--- src/hw/ref3_cfg_map.svh ---
// register map constants for the third reference input configuration block
// assumes inclusion by the design module and the testbench only
`ifndef REF3_CFG_MAP_SVH
`define REF3_CFG_MAP_SVH
// printed offset is not a multiple of four: index, byte address is 4x
`define INPUT3_REFERENCE_CONFIG_IDX 8'h22
`define INPUT3_REFERENCE_CONFIG_ADDR 10'h088
`define INPUT3_REFERENCE_CONFIG_RST 8'h00
// field positions
`define PROG_DIV_BIT 7
`define FIX8K_BIT 6
`define PROFILE_HI 5
`define PROFILE_LO 4
`define FREQ_HI 3
`define FREQ_LO 0
// frequency codes
`define FREQ_8K 4'h0
`define FREQ_T1E1 4'h1
`define FREQ_6M48 4'h2
`define FREQ_19M44 4'h3
`define FREQ_25M92 4'h4
`define FREQ_38M88 4'h5
`define FREQ_51M84 4'h6
`define FREQ_77M76 4'h7
`define FREQ_155M52 4'h8
`define FREQ_2K 4'h9
`define FREQ_4K 4'hA
`define FREQ_LAST_USED 4'hA
// unmapped reads return this
`define UNMAPPED_READ 32'h0000_0000
`endif

--- src/hw/ref3_cfg_pkg.sv ---
// types shared by the third reference input configuration block
// assumes the map header sits beside it
package ref3_cfg_pkg;
  // routing selection seen by the DPLL; the frequency monitor gets monitor_divided instead
  typedef enum logic [2:0] {
    ROUTE_DIRECT = 3'b001,
    ROUTE_PROG = 3'b010,
    ROUTE_FIX8K = 3'b100
  } route_t;
  // nominal frequency class, one-hot; 4k has a slot of its own
  typedef enum logic [12:0] {
    F_8K = 13'h0001, F_1544K = 13'h0002, F_2048K = 13'h0004, F_6M48 = 13'h0008,
    F_19M44 = 13'h0010, F_25M92 = 13'h0020, F_38M88 = 13'h0040, F_51M84 = 13'h0080,
    F_77M76 = 13'h0100, F_155M52 = 13'h0200, F_2K = 13'h0400, F_4K = 13'h0800,
    F_UNUSED = 13'h1000
  } freq_t;
  // configuration carried to the datapath
  typedef struct packed {
    logic prog_div;
    logic fix8k;
    logic [1:0] profile;
    logic [3:0] freq_code;
  } cfg_t;
  // decoded controls carried to the monitor and DPLL
  typedef struct packed {
    route_t dpll_route;
    logic monitor_divided;
    logic [1:0] profile;
    freq_t nominal;
    logic freq_valid;
  } ctl_t;
endpackage : ref3_cfg_pkg

--- src/hw/ref3_cfg.sv ---
// third reference input configuration register with its routing logic
// assumes classic wishbone master, 100 MHz SYS_CLK, ratio from elsewhere
// Function
// - bit 7 routes input through programmable divider
// - bit 6 routes input through fixed 8k divider, DPLL path only
// - programmable divider select overrides fixed select
// - bits 5:4 pick one of four bucket profiles
// - bits 3:0 declare the nominal input frequency
// - code 0 8k, code 1 1544/2048k by mode
// - codes 2..5 are 6.48 to 38.88 MHz
// - codes 6..8 are 51.84 to 155.52 MHz
// - codes 9,10 are 2k,4k; rest unused
// - own bucket per channel, shared four profiles
`include "ref3_cfg_map.svh"
module ref3_cfg
  import ref3_cfg_pkg::*;
#(
  parameter int DIV_W = 14 // programmable ratio width
) (
  // clock and reset
  input wire logic SYS_CLK,
  input wire logic RSTN,
  // wishbone slave
  input wire logic WB_CYC_I,
  input wire logic WB_STB_I,
  input wire logic WB_WE_I,
  input wire logic [9:0] WB_ADR_I,
  input wire logic [3:0] WB_SEL_I,
  input wire logic [31:0] WB_DAT_I,
  output logic [31:0] WB_DAT_O,
  output logic WB_ACK_O,
  // reference input and divider sources
  input wire logic THIRD_REFERENCE_INPUT,
  input wire logic FIX8K_TICK,
  input wire logic [DIV_W-1:0] PROG_DIV_RATIO,
  input wire logic SONET_SDH_RATE_SELECT,
  // decoded controls and routed clocks
  output ctl_t CTL,
  output logic DPLL_INPUT,
  output logic MONITOR_INPUT,
  output logic INPUT3_FIXED_8K_DIVIDE_SELECT,
  output logic [1:0] INPUT3_ACTIVITY_PROFILE_SELECT
);
  ////////////////////////////////////////////////////////////////////////
  // bus decode
  cfg_t cfg_r; // the register
  logic ack_r; // one-cycle acknowledge
  logic [31:0] rdat_r; // registered read data
  wire req = WB_CYC_I && WB_STB_I && !ack_r; // new request
  wire hit = (WB_ADR_I == `INPUT3_REFERENCE_CONFIG_ADDR);
  wire wr_low = req && WB_WE_I && hit && WB_SEL_I[0];
  wire [31:0] rd_val = hit ? {24'h00_0000, cfg_r} : `UNMAPPED_READ;

  // register write; only the low byte lane holds data
  always_ff @(posedge SYS_CLK) begin
    if (!RSTN) begin
      cfg_r <= cfg_t'(`INPUT3_REFERENCE_CONFIG_RST);
    end else if (wr_low) begin
      cfg_r <= cfg_t'(WB_DAT_I[7:0]);
    end
  end

  // acknowledge every request the cycle after, mapped or not
  always_ff @(posedge SYS_CLK) begin
    if (!RSTN) begin
      ack_r <= 1'b0;
      rdat_r <= 32'h0000_0000;
    end else begin
      ack_r <= req;
      rdat_r <= req ? rd_val : 32'h0000_0000;
    end
  end
  assign WB_ACK_O = ack_r;
  assign WB_DAT_O = rdat_r;

  ////////////////////////////////////////////////////////////////////////
  // routing decode
  wire prog_sel = cfg_r.prog_div;
  wire fix_sel = cfg_r.fix8k && !prog_sel;
  route_t route_w;
  assign route_w = prog_sel ? ROUTE_PROG : (fix_sel ? ROUTE_FIX8K : ROUTE_DIRECT);

  // nominal frequency decode; mode bit splits code one
  freq_t nom_w;
  // unused codes also drop freq_valid below
  always_comb begin
    case (cfg_r.freq_code)
      `FREQ_8K: nom_w = F_8K;
      `FREQ_T1E1: nom_w = SONET_SDH_RATE_SELECT ? F_1544K : F_2048K;
      `FREQ_6M48: nom_w = F_6M48;
      `FREQ_19M44: nom_w = F_19M44;
      `FREQ_25M92: nom_w = F_25M92;
      `FREQ_38M88: nom_w = F_38M88;
      `FREQ_51M84: nom_w = F_51M84;
      `FREQ_77M76: nom_w = F_77M76;
      `FREQ_155M52: nom_w = F_155M52;
      `FREQ_2K: nom_w = F_2K;
      `FREQ_4K: nom_w = F_4K;
      default: nom_w = F_UNUSED;
    endcase
  end

  ////////////////////////////////////////////////////////////////////////
  // programmable divider: toggles every ratio input edges
  logic in_d_r; // previous input level
  logic [DIV_W-1:0] cnt_r; // edge counter
  logic pdiv_r; // divided clock
  wire rise = THIRD_REFERENCE_INPUT && !in_d_r;
  // ratio 0 acts as ratio 1, so a cleared ratio register cannot stall the path
  wire last = (PROG_DIV_RATIO <= DIV_W'(1)) || (cnt_r >= PROG_DIV_RATIO - DIV_W'(1));

  // counts only this channel's edges; no other channel is touched
  always_ff @(posedge SYS_CLK) begin
    if (!RSTN || !prog_sel) begin
      in_d_r <= THIRD_REFERENCE_INPUT; // tracks the pin: no false edge on enable
      cnt_r <= '0;
      pdiv_r <= 1'b0;
    end else begin
      in_d_r <= THIRD_REFERENCE_INPUT;
      if (rise) begin
        cnt_r <= last ? '0 : cnt_r + DIV_W'(1);
        if (last) begin
          pdiv_r <= !pdiv_r;
        end
      end
    end
  end

  ////////////////////////////////////////////////////////////////////////
  // outputs; DPLL, monitor and CTL registered, the two selects decoded from cfg_r
  logic dpll_r, mon_r;
  ctl_t ctl_r;
  always_ff @(posedge SYS_CLK) begin
    if (!RSTN) begin
      dpll_r <= 1'b0;
      mon_r <= 1'b0;
      ctl_r <= '{ROUTE_DIRECT, 1'b0, 2'b00, F_8K, 1'b1};
    end else begin
      dpll_r <= prog_sel ? pdiv_r : (fix_sel ? FIX8K_TICK : THIRD_REFERENCE_INPUT);
      mon_r <= prog_sel ? pdiv_r : THIRD_REFERENCE_INPUT;
      ctl_r <= '{route_w, prog_sel, cfg_r.profile, nom_w,
                 cfg_r.freq_code <= `FREQ_LAST_USED};
    end
  end
  assign DPLL_INPUT = dpll_r;
  assign MONITOR_INPUT = mon_r;
  assign CTL = ctl_r;
  assign INPUT3_FIXED_8K_DIVIDE_SELECT = fix_sel;
  assign INPUT3_ACTIVITY_PROFILE_SELECT = cfg_r.profile;

  ////////////////////////////////////////////////////////////////////////
  // assertions
  property p_prog_priority;
    @(posedge SYS_CLK) disable iff (!RSTN) prog_sel |-> ##1 ctl_r.dpll_route == ROUTE_PROG;
  endproperty
  a_prog_priority: assert property (p_prog_priority) else $error("prog route lost");
  property p_fix_route;
    @(posedge SYS_CLK) disable iff (!RSTN)
      (cfg_r.fix8k && !cfg_r.prog_div) |=> ctl_r.dpll_route == ROUTE_FIX8K;
  endproperty
  a_fix_route: assert property (p_fix_route) else $error("fixed route wrong");
  property p_direct;
    @(posedge SYS_CLK) disable iff (!RSTN)
      (!cfg_r.fix8k && !cfg_r.prog_div) |=> dpll_r == $past(THIRD_REFERENCE_INPUT);
  endproperty
  a_direct: assert property (p_direct) else $error("direct path wrong");
  property p_mon_div;
    @(posedge SYS_CLK) disable iff (!RSTN) prog_sel |=> mon_r == $past(pdiv_r);
  endproperty
  a_mon_div: assert property (p_mon_div) else $error("monitor not divided");
  property p_write;
    @(posedge SYS_CLK) disable iff (!RSTN) wr_low |=> cfg_r == $past(WB_DAT_I[7:0]);
  endproperty
  a_write: assert property (p_write) else $error("write lost");
  property p_profile;
    @(posedge SYS_CLK) disable iff (!RSTN) 1'b1 |=> ctl_r.profile == $past(cfg_r.profile);
  endproperty
  a_profile: assert property (p_profile) else $error("profile mismatch");
  property p_code1;
    @(posedge SYS_CLK) disable iff (!RSTN)
      (cfg_r.freq_code == `FREQ_T1E1 && SONET_SDH_RATE_SELECT) |=> ctl_r.nominal == F_1544K;
  endproperty
  a_code1: assert property (p_code1) else $error("code one wrong");
  property p_155;
    @(posedge SYS_CLK) disable iff (!RSTN)
      cfg_r.freq_code == `FREQ_155M52 |=> ctl_r.nominal == F_155M52;
  endproperty
  a_155: assert property (p_155) else $error("code eight wrong");
  property p_6m48;
    @(posedge SYS_CLK) disable iff (!RSTN)
      cfg_r.freq_code == `FREQ_6M48 |=> ctl_r.nominal == F_6M48;
  endproperty
  a_6m48: assert property (p_6m48) else $error("code two wrong");
  property p_unused;
    @(posedge SYS_CLK) disable iff (!RSTN) cfg_r.freq_code > `FREQ_LAST_USED |=> !ctl_r.freq_valid;
  endproperty
  a_unused: assert property (p_unused) else $error("unused code valid");
  property p_reset;
    @(posedge SYS_CLK) !RSTN |=> cfg_r == cfg_t'(8'h00) && !ack_r;
  endproperty
  a_reset: assert property (p_reset) else $error("reset value wrong");
  // one-cycle pulse; a request held on gets a new ack every second cycle
  property p_ack;
    @(posedge SYS_CLK) disable iff (!RSTN) req |=> ack_r ##1 !ack_r;
  endproperty
  a_ack: assert property (p_ack) else $error("ack timing wrong");
  property p_4k;
    @(posedge SYS_CLK) disable iff (!RSTN)
      cfg_r.freq_code == `FREQ_4K |=> ctl_r.nominal == F_4K;
  endproperty
  a_4k: assert property (p_4k) else $error("code ten wrong");
  property p_mon_direct;
    @(posedge SYS_CLK) disable iff (!RSTN)
      !prog_sel |=> mon_r == $past(THIRD_REFERENCE_INPUT);
  endproperty
  a_mon_direct: assert property (p_mon_direct) else $error("monitor not direct");
  // covers for the main scenarios
  c_prog: cover property (@(posedge SYS_CLK) disable iff (!RSTN) prog_sel && cfg_r.fix8k);
  c_fix: cover property (@(posedge SYS_CLK) disable iff (!RSTN) fix_sel);
  c_read: cover property (@(posedge SYS_CLK) disable iff (!RSTN) req && !WB_WE_I && hit);
  c_div: cover property (@(posedge SYS_CLK) disable iff (!RSTN) prog_sel && rise && last);
endmodule : ref3_cfg

--- config.mk ---
export PLATFORM = sky130hd
export DESIGN_NAME = ref3_cfg
export DESIGN_NICKNAME = d
export VERILOG_FILES = /design/src/hw/ref3_cfg_pkg.sv /design/src/hw/ref3_cfg.sv
export VERILOG_INCLUDE_DIRS = /design/src /design/src/hw
export SDC_FILE = /design/constraint.sdc
export NUM_CORES = 1
export LEC_CHECK = 0
export ABC_AREA = 1
export BUFFER_PORTS_ARGS = -buffer_cell sky130_fd_sc_hd__buf_2
export CAP_MARGIN = 15
export CORE_MARGIN = 3
export CORE_UTILIZATION = 47
export DETAILED_ROUTE_END_ITERATION = 12
export PLACE_DENSITY = 0.88
export SETUP_SLACK_MARGIN = 0.2
export SYNTH_ARGS = -nofsm -noshare
export SYNTH_HDL_FRONTEND = slang
export SYNTH_SLANG_ARGS = --single-unit
--- constraint.sdc ---
create_clock -name SYS_CLK -period 3.6 [get_ports SYS_CLK]
set_input_delay 0.72 -clock SYS_CLK [delete_from_list [all_inputs] [get_ports SYS_CLK]]
set_output_delay 0.72 -clock SYS_CLK [all_outputs]
set_load 0.02 [all_outputs]
==> impl_summary.md <==
Synthesis
The dominant combinational cell family by area after synthesis is simple AND/OR/NAND/NOR gates. The count of synthesis-stage warnings from yosys is 0. In this run, synthesis produced a sequential element count of 54. The part of the Yosys area used for sequential elements is 38.7%. In the synthesized netlist the async set-or-reset flop fraction comes to 0%. The share of the synthesized area in compound gates (AO/OA/AOI/OAI) is 3.77%. After Yosys synthesis, full adders, half adders and majority gates account for 7.62% of the synthesized area.

The simple-gate share of the synthesized area is 27.0%. The mapped cell area is 2790 sq um. The xor/xnor share of the synthesized area is 6.59%. The number of different library cells in the post-synthesis netlist is 32.

The commonest register cell after synthesis is sky130_fd_sc_hd__dfxtp_1. Dividing the synthesized area by the synthesized cell count gives 7.46 sq um. The number of enable-type register cells in the synthesized netlist is 0. The cell count after synthesis is 374. After synthesis, the share of cell area in mux cells is 0.359%.

Global route
For this run, the total global-route usage over all layers was measured as 16.0%. The number of global-route vias before repair is 2,314. After global routing the overflow that remains totals 0. The number of antenna violations at the first check in global routing was 0. The wire length of the first global-routing pass is 9410 um. Entering global routing, the biggest net connects 19 pins.

Floorplanning
Measured along the x axis, the die boundary spans 83.1 um. The floorplan has 27 rows. For this configuration, the core starts out at a cell density of 49.5%. The count of boundary I/O pins is 126. The vertical extent of the die is 83.1 um.

The die covers 6900 sq um. The core outline area is 5640 sq um.

Hold path
For hold timing, the worst endpoint is CTL[15]. In this run the most critical hold path is launched from INPUT3_ACTIVITY_PROFILE_SELECT[1]. The worst hold path belongs to the class flop to flop. Along the worst hold path, the cell count comes to 2.

Placed design
Once placement finished, the instance area stood at 3110 sq um. Detailed placement ended at an HPWL of 4410 um. Counting tap cells, the placed design contains a total of 512 instances. The final weighted congestion in routability-driven placement is 0.857. During placement, the flow inserted port buffers numbering 74.

Cells and area
The number of antenna diodes in the final layout is 0. Summing all flip-flop and latch instances after layout gives 1080 sq um. The count of nets after finishing is 532. The final design area excluding fillers is 3250 sq um. The share of post-route cells with drive strength above 1 is 21.2%. The layout-stage area growth over the synthesis result is 16.5%. Measured on the finished design, the core utilization comes to 57.6%. Once layout is complete, the cells apart from fillers number 520.

The number of fillers in the final layout is 525. The area taken by multi-input logic gates is 1360 sq um.

Worst setup path
The worst setup path is launched from an input pin. The number of cells traversed by the worst register-to-register path is 10. The startpoint identified for the worst register-to-register timing path is cnt_r[11]. The cell repeated most along the worst path is sky130_fd_sc_hd__nand2_1. The data required time at the worst endpoint is 3.79 ns. Traced cell by cell, the critical path runs through buf_2, nor3_1, nand2_1, nor3_1, nand3_1, xnor2_1, inv_1, ha_1, nand2_1, nor2_1, nand2_1, nor2_1, nand2_1, nand3_2, nand2_1, nand2_2, nor2_1. At the worst endpoint, the arrival time is 3.11 ns. The maximum single-stage delay on the critical path is 0.30 ns.

Counting both buffers and inverters, the worst setup path holds a total of 2. On the critical path the largest part of the delay comes from simple AND/OR/NAND/NOR gates. The maximum fanout count along the critical path is 13.

The endpoint type of the worst setup path is a flop. The class of the most critical setup path is input pin to flop. The worst register-to-register path ends at cnt_r[9]. The library cell contributing the largest single delay on the critical path is sky130_fd_sc_hd__nor3_1.

For flop-to-flop paths, the worst setup slack is 1.88 ns.

Clock tree
CTS built an H-tree with a depth of 2. The tree is rooted in a sky130_fd_sc_hd__clkbuf_8. The buffer depth of the longest clock path is 2. The tree built by TritonCTS fans out to 54 sinks. In this run, post-CTS repair resized a total of 0 instances. The number of buffers inserted to repair setup after CTS is 0.

Clock-pin slew was measured on the worst setup and hold paths at 0.10 ns. After clock tree synthesis, the flow added hold-fix buffers numbering 0. TritonCTS built the clock tree. Counting the buffers created by CTS gives 5. The later pin in the worst-skew pair is clocked with a latency of 0.30 ns.

Drt
The number of iterations in the first detailed-routing pass is 4. After detailed routing, the number of vias per cell comes to 4.50. In the routed design, unresolved DRC markers number 0.

The count of routing violations after the opening detailed-route iteration is 100. The total detailed-routing wirelength is 5380 um. The routed length per placed instance is 10.3 um. Once detail routing completed, the nets flagged for antenna violations numbered 0. The final route contains 2,341 vias.

Timing
The worst clock skew on the final layout is 0.00841 ns. Setup repair after global routing left no endpoint under its margin. The final hold violation count is 0. The share of the clock period used by the worst path after layout is 81.1%. After routing, the total negative slack on setup checks comes to 0 ns. Setup violations remaining at the end of the flow were counted as 0. The total count of max-transition violations in the final report is 0. The time the worst path needs with I/O delays and setup is 2.92 ns.

Timing would allow up to 342 MHz.

Run
Max-cap violations in this run came to 0.

Power and ir drop
Across the VDD grid, the largest voltage drop is 0.000274 V. The reported leakage power is 1.65 nW. The areal power density over the cells is 361 nW/um^2.

Outcome
The run finished with clean final reports.
cell type report:
class,instances,area share (%)
Clock buffer,5,2.12
Clock inverter,3,2.12
Inverter,56,6.47
Multi-Input combinational cell,256,41.9
Sequential cell,54,33.3
Tap cell,72,2.77
Timing Repair Buffer,74,11.4
through the flow:
stage                     hold slack, ns  setup slack, ns  power (mW)
after floorplan                    0.434            0.727       0.702
after global placement             0.447            0.337       0.712
after detailed placement           0.466            0.261       0.716
after CTS                          0.479            0.571        1.18
after global routing               0.507            0.316        1.22
final                              0.475            0.680        1.17
cell usage after synthesis, types with 4 or more instances:
cell / number / area [sq um]
sky130_fd_sc_hd__a21oi_1: 6 / 30.0
sky130_fd_sc_hd__buf_4: 28 / 210
sky130_fd_sc_hd__dfxtp_1: 54 / 1080
sky130_fd_sc_hd__ha_1: 17 / 213
sky130_fd_sc_hd__inv_1: 54 / 203
sky130_fd_sc_hd__nand2_1: 61 / 229
sky130_fd_sc_hd__nand3_1: 19 / 95.1
sky130_fd_sc_hd__nor2_1: 68 / 255
sky130_fd_sc_hd__nor2_2: 4 / 25.0
sky130_fd_sc_hd__nor3_1: 7 / 35.0
sky130_fd_sc_hd__o21ai_0: 10 / 50.1
sky130_fd_sc_hd__xnor2_1: 5 / 43.8
sky130_fd_sc_hd__xor2_1: 16 / 140
power breakdown:
group	internal [mW]	switching (mW)	total (mW)
Combinational	0.0351	0.0674	0.102
Sequential	0.599	0.00120	0.600
Clock	0.278	0.192	0.470
Total	0.912	0.260	1.17
cells by family after synthesis:
logic type | Yosys count
other | 1
and+or+nand+nor | 174
AOI/OAI and AO/OA | 19
xor gates and xnor gates | 21
adders and majority gates | 17
muxes | 1
DFF | 54
buffers and inverters | 87
worst max-delay path by stage:
stage          depth (start not counted)  slack, ns                from   endpoint
5_1_grt                               19       0.32   PROG_DIV_RATIO[7]  cnt_r[13]
6_report                              17       0.68  PROG_DIV_RATIO[10]   cnt_r[9]
2_1_floorplan                         18       0.73   PROG_DIV_RATIO[0]  cnt_r[10]
3_5_place_dp                          18       0.26   PROG_DIV_RATIO[0]   cnt_r[9]
4_1_cts                               18       0.57   PROG_DIV_RATIO[0]   cnt_r[9]
3_3_place_gp                          18       0.34   PROG_DIV_RATIO[0]   cnt_r[9]
worst reg2reg max path, stage by stage (launching register included):
cell and delay [ns]:
sky130_fd_sc_hd__dfxtp_1 0.37, sky130_fd_sc_hd__ha_1 0.32, sky130_fd_sc_hd__nand2_1 0.06, sky130_fd_sc_hd__nor2_1 0.16
sky130_fd_sc_hd__nand2_1 0.07, sky130_fd_sc_hd__nor2_1 0.09, sky130_fd_sc_hd__nand2_1 0.07, sky130_fd_sc_hd__nand3_2 0.11
sky130_fd_sc_hd__nand2_1 0.07, sky130_fd_sc_hd__nand2_2 0.21, sky130_fd_sc_hd__nor2_1 0.08
cell usage in the layout, fill, tap and decap left out, drive strengths merged:
master / netlist / layout
a21o: 1 / 1
a21oi: 6 / 6
a22o: 1 / 1
and2: 1 / 1
buf: 30 / 74
bufinv: 0 / 2
clkbuf: 1 / 5
clkinv: 0 / 1
conb: 1 / 24
dfxtp: 54 / 54
ha: 17 / 17
inv: 56 / 56
mux2i: 1 / 1
nand2: 63 / 63
nand3: 21 / 21
nand3b: 1 / 1
nand4: 3 / 3
nor2: 73 / 73
nor3: 7 / 7
nor3b: 1 / 1
nor4: 3 / 3
o21ai: 10 / 10
o41ai: 1 / 1
or2: 1 / 1
xnor2: 5 / 5
xor2: 16 / 16
flip-flops by register name (all words and copies together) (netlist names):
name and cells:
cfg_r 5, cnt_r 14, WB_DAT_O 8, INPUT3_ACTIVITY_PROFILE_SELECT 2
DPLL_INPUT 1, WB_ACK_O 1, in_d_r 1, pdiv_r 1
MONITOR_INPUT 1, CTL 19, prog_sel 1
per-layer routing:
| layer | part of all wire [%] | vias to the layer above | track usage [%] |
|---|---|---|---|
| met5 | 0 | - | 0 |
| met4 | 1.2 | 0 | 4.16 |
| met3 | 9.0 | 7 | 5.46 |
| met2 | 47 | 87 | 28.2 |
| met1 | 42 | 998 | 18.3 |
| li1 | - | 1249 | - |
(Power assumes the default switching activity.)
